===== config.mk =====
export PLATFORM = sky130hd
export DESIGN_NAME = prescaled_reload_down_timer
export DESIGN_NICKNAME = d
export VERILOG_FILES = /design/src/core/timer_pkg.sv /design/src/core/timer_if.sv /design/src/core/prescaled_reload_down_timer.sv /design/src/core/tick_divider.sv /design/src/core/irq_unit.sv
export VERILOG_INCLUDE_DIRS = /design/src /design/src/core
export SDC_FILE = /design/constraint.sdc
export NUM_CORES = 1
export LEC_CHECK = 0
export BUFFER_PORTS_ARGS = -buffer_cell sky130_fd_sc_hd__clkbuf_2
export CAP_MARGIN = 20
export CELL_PAD_IN_SITES_DETAIL_PLACEMENT = 1
export CELL_PAD_IN_SITES_GLOBAL_PLACEMENT = 1
export CORE_ASPECT_RATIO = 0.9
export CORE_MARGIN = 4
export CORE_UTILIZATION = 45
export CTS_CLUSTER_SIZE = 14
export DETAILED_ROUTE_END_ITERATION = 10
export GPL_ROUTABILITY_DRIVEN = 0
export HOLD_SLACK_MARGIN = 0.15
export PLACE_DENSITY_LB_ADDON = 0.2
export REMOVE_ABC_BUFFERS = 1
export SETUP_SLACK_MARGIN = 0.3
export SYNTH_ARGS = -nofsm -noshare
export SYNTH_HDL_FRONTEND = slang
export SYNTH_SLANG_ARGS = --single-unit

===== constraint.sdc =====
create_clock -name hclk -period 5.45 [get_ports hclk]
set_input_delay 0.2725 -clock hclk [delete_from_list [all_inputs] [get_ports hclk]]
set_output_delay 0.2725 -clock hclk [all_outputs]
set_load 0.1 [all_outputs]

===== src/core/timer_consts.svh =====
/*
  Constants of the prescaled reload down timer: register indices, field
  positions and reset values. Assumes a byte-wide register model placed on
  32-bit bus words, byte address equal to four times the index.
*/
// Contract
// - two-bit field picks gate source
// - running flag ignores gate level
// - auto restart reloads on expiry
// - no restart: reach zero, set irq
// - prescaler is twelve bits, nibble plus byte
// - odd mode divides by 2p plus 1
// - even mode divides by 2p plus 2
// - reload value sixteen bits in two bytes
// - reload taken only at start event or auto restart expiry
// - counter readable as two read-only bytes
// - auto start at transmit end or field
// - auto stop after fifth or fourth bit
// - multiple reception: only software or expiry stops timer
`ifndef TIMER_CONSTS_SVH
`define TIMER_CONSTS_SVH

`define IDX_MODE        6'h2a
`define IDX_PRESC_LOW   6'h2b
`define IDX_RELOAD_HIGH 6'h2c
`define IDX_RELOAD_LOW  6'h2d
`define IDX_COUNT_HIGH  6'h2e
`define IDX_COUNT_LOW   6'h2f
`define IDX_CONTROL     6'h3c
`define IDX_IRQ_STATUS  6'h3d
`define IDX_IRQ_MASK    6'h3e

`define MODE_AUTO_START 7
`define MODE_GATE_HI    6
`define MODE_GATE_LO    5
`define MODE_RESTART    4
`define CTL_START       0
`define CTL_STOP_NOW    1
`define CTL_EVEN        2
`define CTL_MULTI_RX    3
`define CTL_INIT_FIELD  4
`define CTL_ACTIVE      7
`define IRQ_EXPIRED     0
`define IRQ_PROTO_STOP  1

`define RESET_BYTE      8'h00
`define GATE_NONE       2'h0
`define GATE_SERIAL     2'h1
`define GATE_AUX        2'h2
`define GATE_ADDR3      2'h3
`define BITS_FAST_MODE  3'h5
`define BITS_OTHER_MODE 3'h4

`endif


===== src/core/timer_pkg.sv =====
/*
  Types and the divisor function of the timer. Assumes the constants header
  is available for callers; this package needs nothing else.
*/
package timer_pkg;

  typedef enum logic [0:0] {ST_IDLE, ST_RUN} timer_state_t;

  // reference cycles per timer tick, one bit wider so 2p plus 2 cannot wrap
  function automatic logic [13:0] calc_divisor(input logic [11:0] p, input logic even);
    calc_divisor = {1'b0, p, 1'b0} + (even ? 14'h0002 : 14'h0001);
  endfunction

endpackage


===== src/core/timer_if.sv =====
/*
  Interface between the timer core, its tick divider and its interrupt unit.
  Assumes all three parties run on one clock.
*/
`timescale 1ns/1ps
interface timer_if;
  logic [11:0] prescale_value;
  logic        even_prescale_select;
  logic        clear;
  logic        tick;
  logic [1:0]  events;
  logic [1:0]  mask;
  logic [1:0]  clear_bits;
  logic [1:0]  status;
  logic        irq;

  modport divider (input prescale_value, even_prescale_select, clear, output tick);
  modport irq_side (input events, mask, clear_bits, output status, irq);
  modport core (output prescale_value, even_prescale_select, clear, events, mask,
                clear_bits, input tick, status, irq);
endinterface


===== src/core/prescaled_reload_down_timer.sv =====
/*
  Reload down timer with prescaler, gating, auto restart and protocol
  start/stop, reached over an AHB-Lite slave. Assumes hclk is the timer
  reference and protocol event inputs are one-cycle pulses on hclk.
*/
`timescale 1ns/1ps
`include "timer_consts.svh"
module prescaled_reload_down_timer
(
  input  wire logic        hclk,
  input  wire logic        hresetn,
  input  wire logic        hsel,
  input  wire logic [31:0] haddr,
  input  wire logic [1:0]  htrans,
  input  wire logic        hwrite,
  input  wire logic [2:0]  hsize,
  input  wire logic [31:0] hwdata,
  input  wire logic        hready,
  output logic      [31:0] hrdata,
  output logic             hreadyout,
  output logic             hresp,
  input  wire logic        serial_test_input_pin,
  input  wire logic        first_auxiliary_pin,
  input  wire logic        address_pin_three,
  input  wire logic        tx_end,
  input  wire logic        field_on,
  input  wire logic        rx_bit,
  input  wire logic        fast_106_mode,
  output logic             irq
);

  ////////////////////////////////////////////////////////////////////////
  // bus slave

  logic       wr_pend_reg;
  logic [5:0] wr_idx_reg;
  logic       rd_pend_reg;
  logic [5:0] rd_idx_reg;
  logic [7:0] hrdata_reg;
  logic       take;
  logic [7:0] wbyte;
  logic [7:0] rd_mux;
  timer_if    tif ();

  // pure function: a continuous assign re-evaluates only on its arguments
  function automatic logic hit(input logic pend, input logic [5:0] at, input logic [5:0] idx);
    hit = pend && (at == idx);
  endfunction

  assign take      = hsel & hready & htrans[1];
  assign wbyte     = hwdata[7:0];
  // reads take one wait cycle so a prior write is visible
  assign hreadyout = ~rd_pend_reg;
  assign hresp     = 1'b0;
  assign hrdata    = {24'h00_0000, hrdata_reg};

  always_ff @(posedge hclk or negedge hresetn)
  begin
    if (!hresetn)
    begin
      wr_pend_reg <= 1'b0;
      wr_idx_reg  <= 6'h00;
      rd_pend_reg <= 1'b0;
      rd_idx_reg  <= 6'h00;
      hrdata_reg  <= `RESET_BYTE;
    end
    else
    begin
      wr_pend_reg <= take & hwrite;
      rd_pend_reg <= take & ~hwrite;
      if (take)
      begin
        wr_idx_reg <= haddr[7:2];
        rd_idx_reg <= haddr[7:2];
      end
      if (rd_pend_reg)
        hrdata_reg <= rd_mux;
    end
  end

  ////////////////////////////////////////////////////////////////////////
  // registers

  logic [7:0]  mode_reg;
  logic [7:0]  presc_low_reg;
  logic [7:0]  reload_high_reg;
  logic [7:0]  reload_low_reg;
  logic [4:0]  control_reg;
  logic [1:0]  mask_reg;
  logic [15:0] count_reg;
  logic        active;
  logic [1:0]  gate_source_select;
  logic        auto_reload_on_expiry;
  logic        protocol_auto_start;
  logic        multiple_reception_enable;
  logic        initial_field_on_option;
  logic [15:0] reload_value;

  always_ff @(posedge hclk or negedge hresetn)
  begin
    if (!hresetn)
    begin
      mode_reg        <= `RESET_BYTE;
      presc_low_reg   <= `RESET_BYTE;
      reload_high_reg <= `RESET_BYTE;
      reload_low_reg  <= `RESET_BYTE;
      control_reg     <= 5'h00;
      mask_reg        <= 2'h0;
    end
    else
    begin
      if (hit(wr_pend_reg, wr_idx_reg, `IDX_MODE))
        mode_reg <= wbyte;
      if (hit(wr_pend_reg, wr_idx_reg, `IDX_PRESC_LOW))
        presc_low_reg <= wbyte;
      if (hit(wr_pend_reg, wr_idx_reg, `IDX_RELOAD_HIGH))
        reload_high_reg <= wbyte;
      if (hit(wr_pend_reg, wr_idx_reg, `IDX_RELOAD_LOW))
        reload_low_reg <= wbyte;
      // start and stop bits are pulses, never stored
      if (hit(wr_pend_reg, wr_idx_reg, `IDX_CONTROL))
        control_reg <= {wbyte[`CTL_INIT_FIELD:`CTL_EVEN], 2'h0};
      if (hit(wr_pend_reg, wr_idx_reg, `IDX_IRQ_MASK))
        mask_reg <= wbyte[1:0];
    end
  end

  assign gate_source_select        = mode_reg[`MODE_GATE_HI:`MODE_GATE_LO];
  assign auto_reload_on_expiry     = mode_reg[`MODE_RESTART];
  assign protocol_auto_start       = mode_reg[`MODE_AUTO_START];
  assign multiple_reception_enable = control_reg[`CTL_MULTI_RX];
  assign initial_field_on_option   = control_reg[`CTL_INIT_FIELD];
  assign reload_value = {reload_high_reg, reload_low_reg};

  assign rd_mux =
    (rd_idx_reg == `IDX_MODE)        ? mode_reg :
    (rd_idx_reg == `IDX_PRESC_LOW)   ? presc_low_reg :
    (rd_idx_reg == `IDX_RELOAD_HIGH) ? reload_high_reg :
    (rd_idx_reg == `IDX_RELOAD_LOW)  ? reload_low_reg :
    (rd_idx_reg == `IDX_COUNT_HIGH)  ? count_reg[15:8] :
    (rd_idx_reg == `IDX_COUNT_LOW)   ? count_reg[7:0] :
    (rd_idx_reg == `IDX_CONTROL)     ? {active, 2'h0, control_reg} :
    (rd_idx_reg == `IDX_IRQ_STATUS)  ? {6'h00, tif.status} :
    (rd_idx_reg == `IDX_IRQ_MASK)    ? {6'h00, mask_reg} : 8'h00;

  ////////////////////////////////////////////////////////////////////////
  // gate pin synchronisers

  logic [2:0] pin_meta_reg;
  logic [2:0] pin_sync_reg;
  logic       gate_ok;

  always_ff @(posedge hclk or negedge hresetn)
  begin
    if (!hresetn)
    begin
      pin_meta_reg <= 3'h0;
      pin_sync_reg <= 3'h0;
    end
    else
    begin
      pin_meta_reg <= {address_pin_three, first_auxiliary_pin, serial_test_input_pin};
      pin_sync_reg <= pin_meta_reg;
    end
  end

  assign gate_ok =
    (gate_source_select == `GATE_SERIAL) ? pin_sync_reg[0] :
    (gate_source_select == `GATE_AUX)    ? pin_sync_reg[1] :
    (gate_source_select == `GATE_ADDR3)  ? pin_sync_reg[2] : 1'b1;

  ////////////////////////////////////////////////////////////////////////
  // timer core

  tick_divider u_div
  (
    .hclk    (hclk),
    .hresetn (hresetn),
    .tif     (tif)
  );

  irq_unit u_irq
  (
    .hclk    (hclk),
    .hresetn (hresetn),
    .tif     (tif)
  );

  timer_pkg::timer_state_t state_reg;
  logic [2:0]  rx_cnt_reg;
  logic        start_evt;
  logic        stop_now;
  logic        proto_stop;
  logic        count_tick;
  logic        expire;
  logic [2:0]  bit_limit;

  assign tif.prescale_value       = {mode_reg[3:0], presc_low_reg};
  assign tif.even_prescale_select = control_reg[`CTL_EVEN];
  assign tif.clear                = start_evt;
  assign tif.mask                 = mask_reg;
  assign tif.clear_bits           = hit(wr_pend_reg, wr_idx_reg, `IDX_IRQ_STATUS)
                                  ? wbyte[1:0] : 2'h0;
  assign irq                      = tif.irq;

  assign start_evt = (hit(wr_pend_reg, wr_idx_reg, `IDX_CONTROL) & wbyte[`CTL_START])
                   | (protocol_auto_start & (tx_end | (initial_field_on_option & field_on)));
  assign stop_now  = hit(wr_pend_reg, wr_idx_reg, `IDX_CONTROL) & wbyte[`CTL_STOP_NOW];
  assign bit_limit = fast_106_mode ? `BITS_FAST_MODE : `BITS_OTHER_MODE;
  assign proto_stop = protocol_auto_start & ~multiple_reception_enable & active & rx_bit
                    & ((rx_cnt_reg + 3'h1) == bit_limit);
  assign active     = (state_reg == timer_pkg::ST_RUN);
  assign count_tick = active & tif.tick & gate_ok;
  assign expire     = count_tick & (count_reg == 16'h0000);
  assign tif.events = {proto_stop & ~stop_now & ~start_evt, expire & ~stop_now & ~start_evt};

  always_ff @(posedge hclk or negedge hresetn)
  begin
    if (!hresetn)
    begin
      state_reg  <= timer_pkg::ST_IDLE;
      count_reg  <= 16'h0000;
      rx_cnt_reg <= 3'h0;
    end
    else
    begin
      if (active && rx_bit)
        rx_cnt_reg <= rx_cnt_reg + 3'h1;
      case (state_reg)
        timer_pkg::ST_IDLE:
        begin
          if (start_evt && !stop_now)
          begin
            count_reg  <= reload_value;
            rx_cnt_reg <= 3'h0;
            state_reg  <= timer_pkg::ST_RUN;
          end
        end
        timer_pkg::ST_RUN:
        begin
          if (stop_now || proto_stop)
            state_reg <= timer_pkg::ST_IDLE;
          else if (start_evt)
          begin
            count_reg  <= reload_value;
            rx_cnt_reg <= 3'h0;
          end
          else if (expire)
          begin
            if (auto_reload_on_expiry)
              count_reg <= reload_value;
            else
              state_reg <= timer_pkg::ST_IDLE;
          end
          else if (count_tick)
            count_reg <= count_reg - 16'h0001;
        end
        default:
          state_reg <= timer_pkg::ST_IDLE;
      endcase
    end
  end

  logic [12:0] gap_reg;
  logic        gap_valid_reg;

  always_ff @(posedge hclk or negedge hresetn)
  begin
    if (!hresetn)
    begin
      gap_reg       <= 13'h0000;
      gap_valid_reg <= 1'b0;
    end
    else if (tif.clear)
    begin
      gap_reg       <= 13'h0000;
      gap_valid_reg <= 1'b0;
    end
    else if (tif.tick)
    begin
      gap_reg       <= 13'h0000;
      gap_valid_reg <= 1'b1;
    end
    else
      gap_reg <= gap_reg + 13'h0001;
  end

  logic quiet;
  assign quiet = ~start_evt & ~stop_now & ~proto_stop;
endmodule // prescaled_reload_down_timer


===== src/core/tick_divider.sv =====
/*
  Prescaler: one-cycle tick every calc_divisor reference cycles.
  Assumes hclk is the reference clock and clear restarts the phase.
*/
`timescale 1ns/1ps
module tick_divider
(
  input  wire logic   hclk,
  input  wire logic   hresetn,
  timer_if.divider    tif
);

  logic [12:0] cnt_reg;
  logic [13:0] divisor;
  logic        at_end;

  // odd or even divisor
  assign divisor = timer_pkg::calc_divisor(tif.prescale_value, tif.even_prescale_select);
  assign at_end  = ({1'b0, cnt_reg} + 14'h0001) >= divisor;
  assign tif.tick = at_end & ~tif.clear;

  always_ff @(posedge hclk or negedge hresetn)
  begin
    if (!hresetn)
      cnt_reg <= 13'h0000;
    else if (tif.clear || at_end)
      cnt_reg <= 13'h0000;
    else
      cnt_reg <= cnt_reg + 13'h0001;
  end

endmodule // tick_divider


===== src/core/irq_unit.sv =====
/*
  Sticky interrupt status with write-one-to-clear and a mask.
  Assumes events and clears are one-cycle pulses on hclk.
*/
`timescale 1ns/1ps
module irq_unit
(
  input  wire logic   hclk,
  input  wire logic   hresetn,
  timer_if.irq_side   tif
);

  logic [1:0] status_reg;

  // a set in the clear cycle wins
  always_ff @(posedge hclk or negedge hresetn)
  begin
    if (!hresetn)
      status_reg <= 2'h0;
    else
      status_reg <= (status_reg & ~tif.clear_bits) | tif.events;
  end

  assign tif.status = status_reg;
  assign tif.irq    = |(status_reg & tif.mask);

endmodule // irq_unit


==> results.md <==
* Outcome: completed
* Via density per instance at 5.73
* Transition at the pin with the smallest max-transition slack at 0.965 ns
* Max reg flops at 16
* Dpl hpwl at 10.8 mm
* Final-report setup violation count at 0
* Category of the worst setup path launch point: register
* Worst path max stage delay at 0.57 ns
* Maximum number of pins on one net before global-route repair at 75
* Cell count after synthesis at 537
* Final routed DRC violation total at 0
* Average routed wire per standard cell at 20.0 µm
* Crit path buffers/inverters at 0
* Hold Path Class: input port to register
* Number of iterations in the first detailed-routing pass at 4
* Top Ports at 116
* Total number of vias at 4226
* Class of the most critical setup path: register to register
* TritonCTS clock tree: built
* Yosys top cell area share at 43.7%
* Number of synthesized register bits at 94
* Async set-or-reset flop fraction in the synthesized netlist at 100%
* Peak Freq at 242 MHz
* Layout Utilization at 51.6%
* Share of synthesized cell area in full adder, half adder and majority cells at 4.42%
* Final net count at 677
* Cell depth of the worst hold path at 2
* Max-cap viol count at 0
* Full die area at 13800 µm²
* Fraction of the yosys area taken by sequential cells at 43.7%
* Worst voltage drop across the vdd grid at 0.253 mV
* Diode count at 0
* Arrival time at the worst endpoint at 4.40 ns
* Fin Clk Skew at 0.0115 ns
* Routed wire length at 14.8 mm
* Beginning of the worst register-to-register path: presc_low_reg[0]$_DFFE_PN0P_
* Initial standard-cell utilization of the core at 46.5%
* Number of global-route vias before repair at 4505
* Yosys Warn Count at 0
* Count of flip-flops with a built-in enable after synthesis at 0
* Most Frequent Cell on Critical Path: ha_1
* Vertical die dimension at 112 µm
* Critical path's top delay family: compound AO/OA/AOI/OAI gates
* Clock tree buffer depth at 2
* Mux cell area share after synthesis at 12.3%
* Final number of max-transition violations at 0
* Top area cells in the synthesized netlist: dfrtp_1, mux2_2, ha_1, buf_4, mux2i_1
* Critical path's slowest cell: a21o_1
* Number of H-tree levels at 3
* Fraction of the mapped netlist area in compound gates at 13.0%
* Worst EP required at 5.71 ns
* Worst-case setup slack after placement at 1.41 ns
* Buffers inserted during post-CTS setup optimization at 0
* Synth-to-layout area growth at 11.0%
* Start point of the critical path: presc_low_reg[0]$_DFFE_PN0P_
* Series of cell instances along the critical path: ha_1 > ha_1 > and3_1 > nand3_1 > xor2_1 > ha_1 > nand4_1 > or3_1 > a221oi_1 > or3_1 > a21o_1 > o21ai_0 > a22oi_1
* Remaining number of nets flagged by the antenna check after routing at 0
* Fin worst setup slack at 1.31 ns
* Tcrit/Tclk final at 76.0%
* Count of final hold-check violations at 0
* Number of CTS-inserted buffers at 9
* Main combinational cell family by area after synthesis: simple AND/OR/NAND/NOR gates
* Worst min-delay path endpoint: rd_idx_reg[4]$_DFFE_PN0P_
* Antenna violations before repair at 0
* Avg Inst Size Synth at 10.0 µm²
* XOR/XNOR Fraction of Synth Area at 4.07%
* Kind of capture point of the worst setup path: register
* Post-CTS clock slew at the launch and capture registers of the worst setup and hold paths at 0.07 ns
* Worst reg2reg setup slack at 1.31 ns
* GRT Overall Usage at 23.0%
* Hold Crit Start: haddr[6]
* Largest area contributor in the netlist: dfrtp_1
* Leak at 0.00281 µW
* Power per cell area at 393 nW/µm²
* Clock latency on the worst-skew pair at 0.35 ns
* # clock sinks at 94
* Wire length of the first global-routing pass at 24.3 mm
* Std cell rows at 37
* Total grt overflow at 0
* Starting DRT DRC Count at 253
* Clock root buffer: clkbuf_16
* Setup repair after global routing missed its margin: false
* Fraction of layout cells with a size suffix above 1 at 18.4%
* Post-synthesis share of cell area spent on and, or, nand and nor gates at 15.8%
* End of the worst register-to-register path: count_reg[2]$_DFFE_PN0P_
* Area of the mapped netlist at 5380 µm²
* Area of the core at 11600 µm²
* Synth Flop Type: dfrtp_1
* Unique cell type count in the Yosys netlist at 58
* Critical path peak fanout at 20
* Slew headroom at 35.7%
* Post-Route Setup TNS at 0 ns
* Worst Reg2Reg Path Length in Cells at 13
* Port Buf Inserts at 36
* Tmin final at 4.14 ns
* Die extent in x at 123 µm
through the flow:
stage / hold WS (ns) / total power, µW / area [µm²] / instances
2_1_floorplan: -0.0231 / 1470 / 5190 / 520
3_3_place_gp: 0.168 / 1630 / 5580 / 714
3_5_place_dp: 0.172 / 1680 / 5580 / 714
4_1_cts: 0.150 / 2380 / 5970 / 737
5_1_grt: 0.160 / 2500 / 5970 / 738
6_report: 0.161 / 2350 / 5970 / 738
worst max path at each step:
| stage | slack [ns] | cells after the start | endpoint |
|---|---|---|---|
| after floorplan | 2.14 | 13 | count_reg[9]$_DFFE_PN0P_ |
| after global placement | 1.50 | 13 | count_reg[9]$_DFFE_PN0P_ |
| after detailed placement | 1.41 | 13 | count_reg[6]$_DFFE_PN0P_ |
| after CTS | 1.33 | 13 | count_reg[2]$_DFFE_PN0P_ |
| after global routing | 1.05 | 13 | count_reg[2]$_DFFE_PN0P_ |
| final | 1.31 | 13 | count_reg[2]$_DFFE_PN0P_ |
per-layer routing:
layer,GRT usage [%],part of all wire [%],wire [µm],vias up
met1,32.6,46,6810,2145
met2,36.4,47,7010,118
met4,5.98,1.2,176,0
met3,4.27,5.3,783,14
li1,-,-,-,1949
met5,0,0,0,-
worst reg2reg max path: cells and delay by family, from the launching register on:
family	cells	cell delay (ns)
xor+xnor	1	0.17
flops	1	0.40
fa+ha+maj	3	0.83
simple gates	5	1.25
compound gates	4	1.40
synth_stat cells, drive strengths merged (3+ instances only):
| cell | n |
|---|---|
| nand2 | 45 |
| xor2 | 14 |
| a2bb2oi | 8 |
| buf | 33 |
| a22o | 3 |
| a22oi | 9 |
| and3 | 21 |
| nor2b | 4 |
| dfrtp | 94 |
| ha | 19 |
| o2bb2ai | 3 |
| o21ai | 29 |
| clkbuf | 8 |
| or3 | 5 |
| a21oi | 33 |
| a31oi | 7 |
| a21o | 3 |
| nor3 | 12 |
| mux2i | 19 |
| nand4 | 6 |
| nor2 | 42 |
| nand3 | 20 |
| xnor2 | 11 |
| inv | 20 |
| mux2 | 42 |
power breakdown:
part | internal (µW) | leakage [µW] | switching, µW
registers | 806 | 0.00114 | 126
logic | 244 | 0.00152 | 491
clock network | 413 | 0.000157 | 267
total | 1460 | 0.00281 | 884
cell usage in the layout (no fill, tap or decap), types with 7 or more instances in the layout:
cell type / Yosys / layout
nor3_1: 10 / 10
a22oi_1: 9 / 9
mux2i_1: 19 / 19
nor2_1: 42 / 42
dfrtp_1: 94 / 94
xnor2_1: 11 / 11
nand3_1: 19 / 19
xor2_1: 14 / 14
conb_1: 1 / 25
mux2_2: 42 / 42
ha_1: 19 / 19
a2bb2oi_1: 8 / 8
inv_1: 20 / 20
a21oi_1: 31 / 31
clkbuf_2: 0 / 35
dlygate4sd3_1: 0 / 7
nand2_1: 44 / 44
clkbuf_16: 0 / 9
and3_1: 21 / 21
o21ai_0: 26 / 26
cell families (layout without fill, tap and decap cells):
family,Yosys count,in the layout
AND/OR/NAND/NOR,169,169
AO/OA/AOI/OAI,107,107
flip-flops,94,94
multiplexers,61,61
buffers and inverters,61,82
XOR/XNOR,25,25
adder cells (fa/ha/maj),19,19
other,1,25
repair_timing:
| item | in CTS | in global routing |
|---|---|---|
| resized for setup | 0 | 0 |
| hold buffers | 7 | 0 |
| endpoints found under the hold margin | 27 | 0 |
area by class of cell:
cell class	count	area, µm²
clock buffers	12	246
clock inverters	4	70.1
fillers	1331	5600
inverters	20	75.1
multi-input cells	406	2760
flip-flops and latches	94	2350
well taps	156	195
repair buffers	46	273
Note: power is estimated with default switching activity, not from simulation.
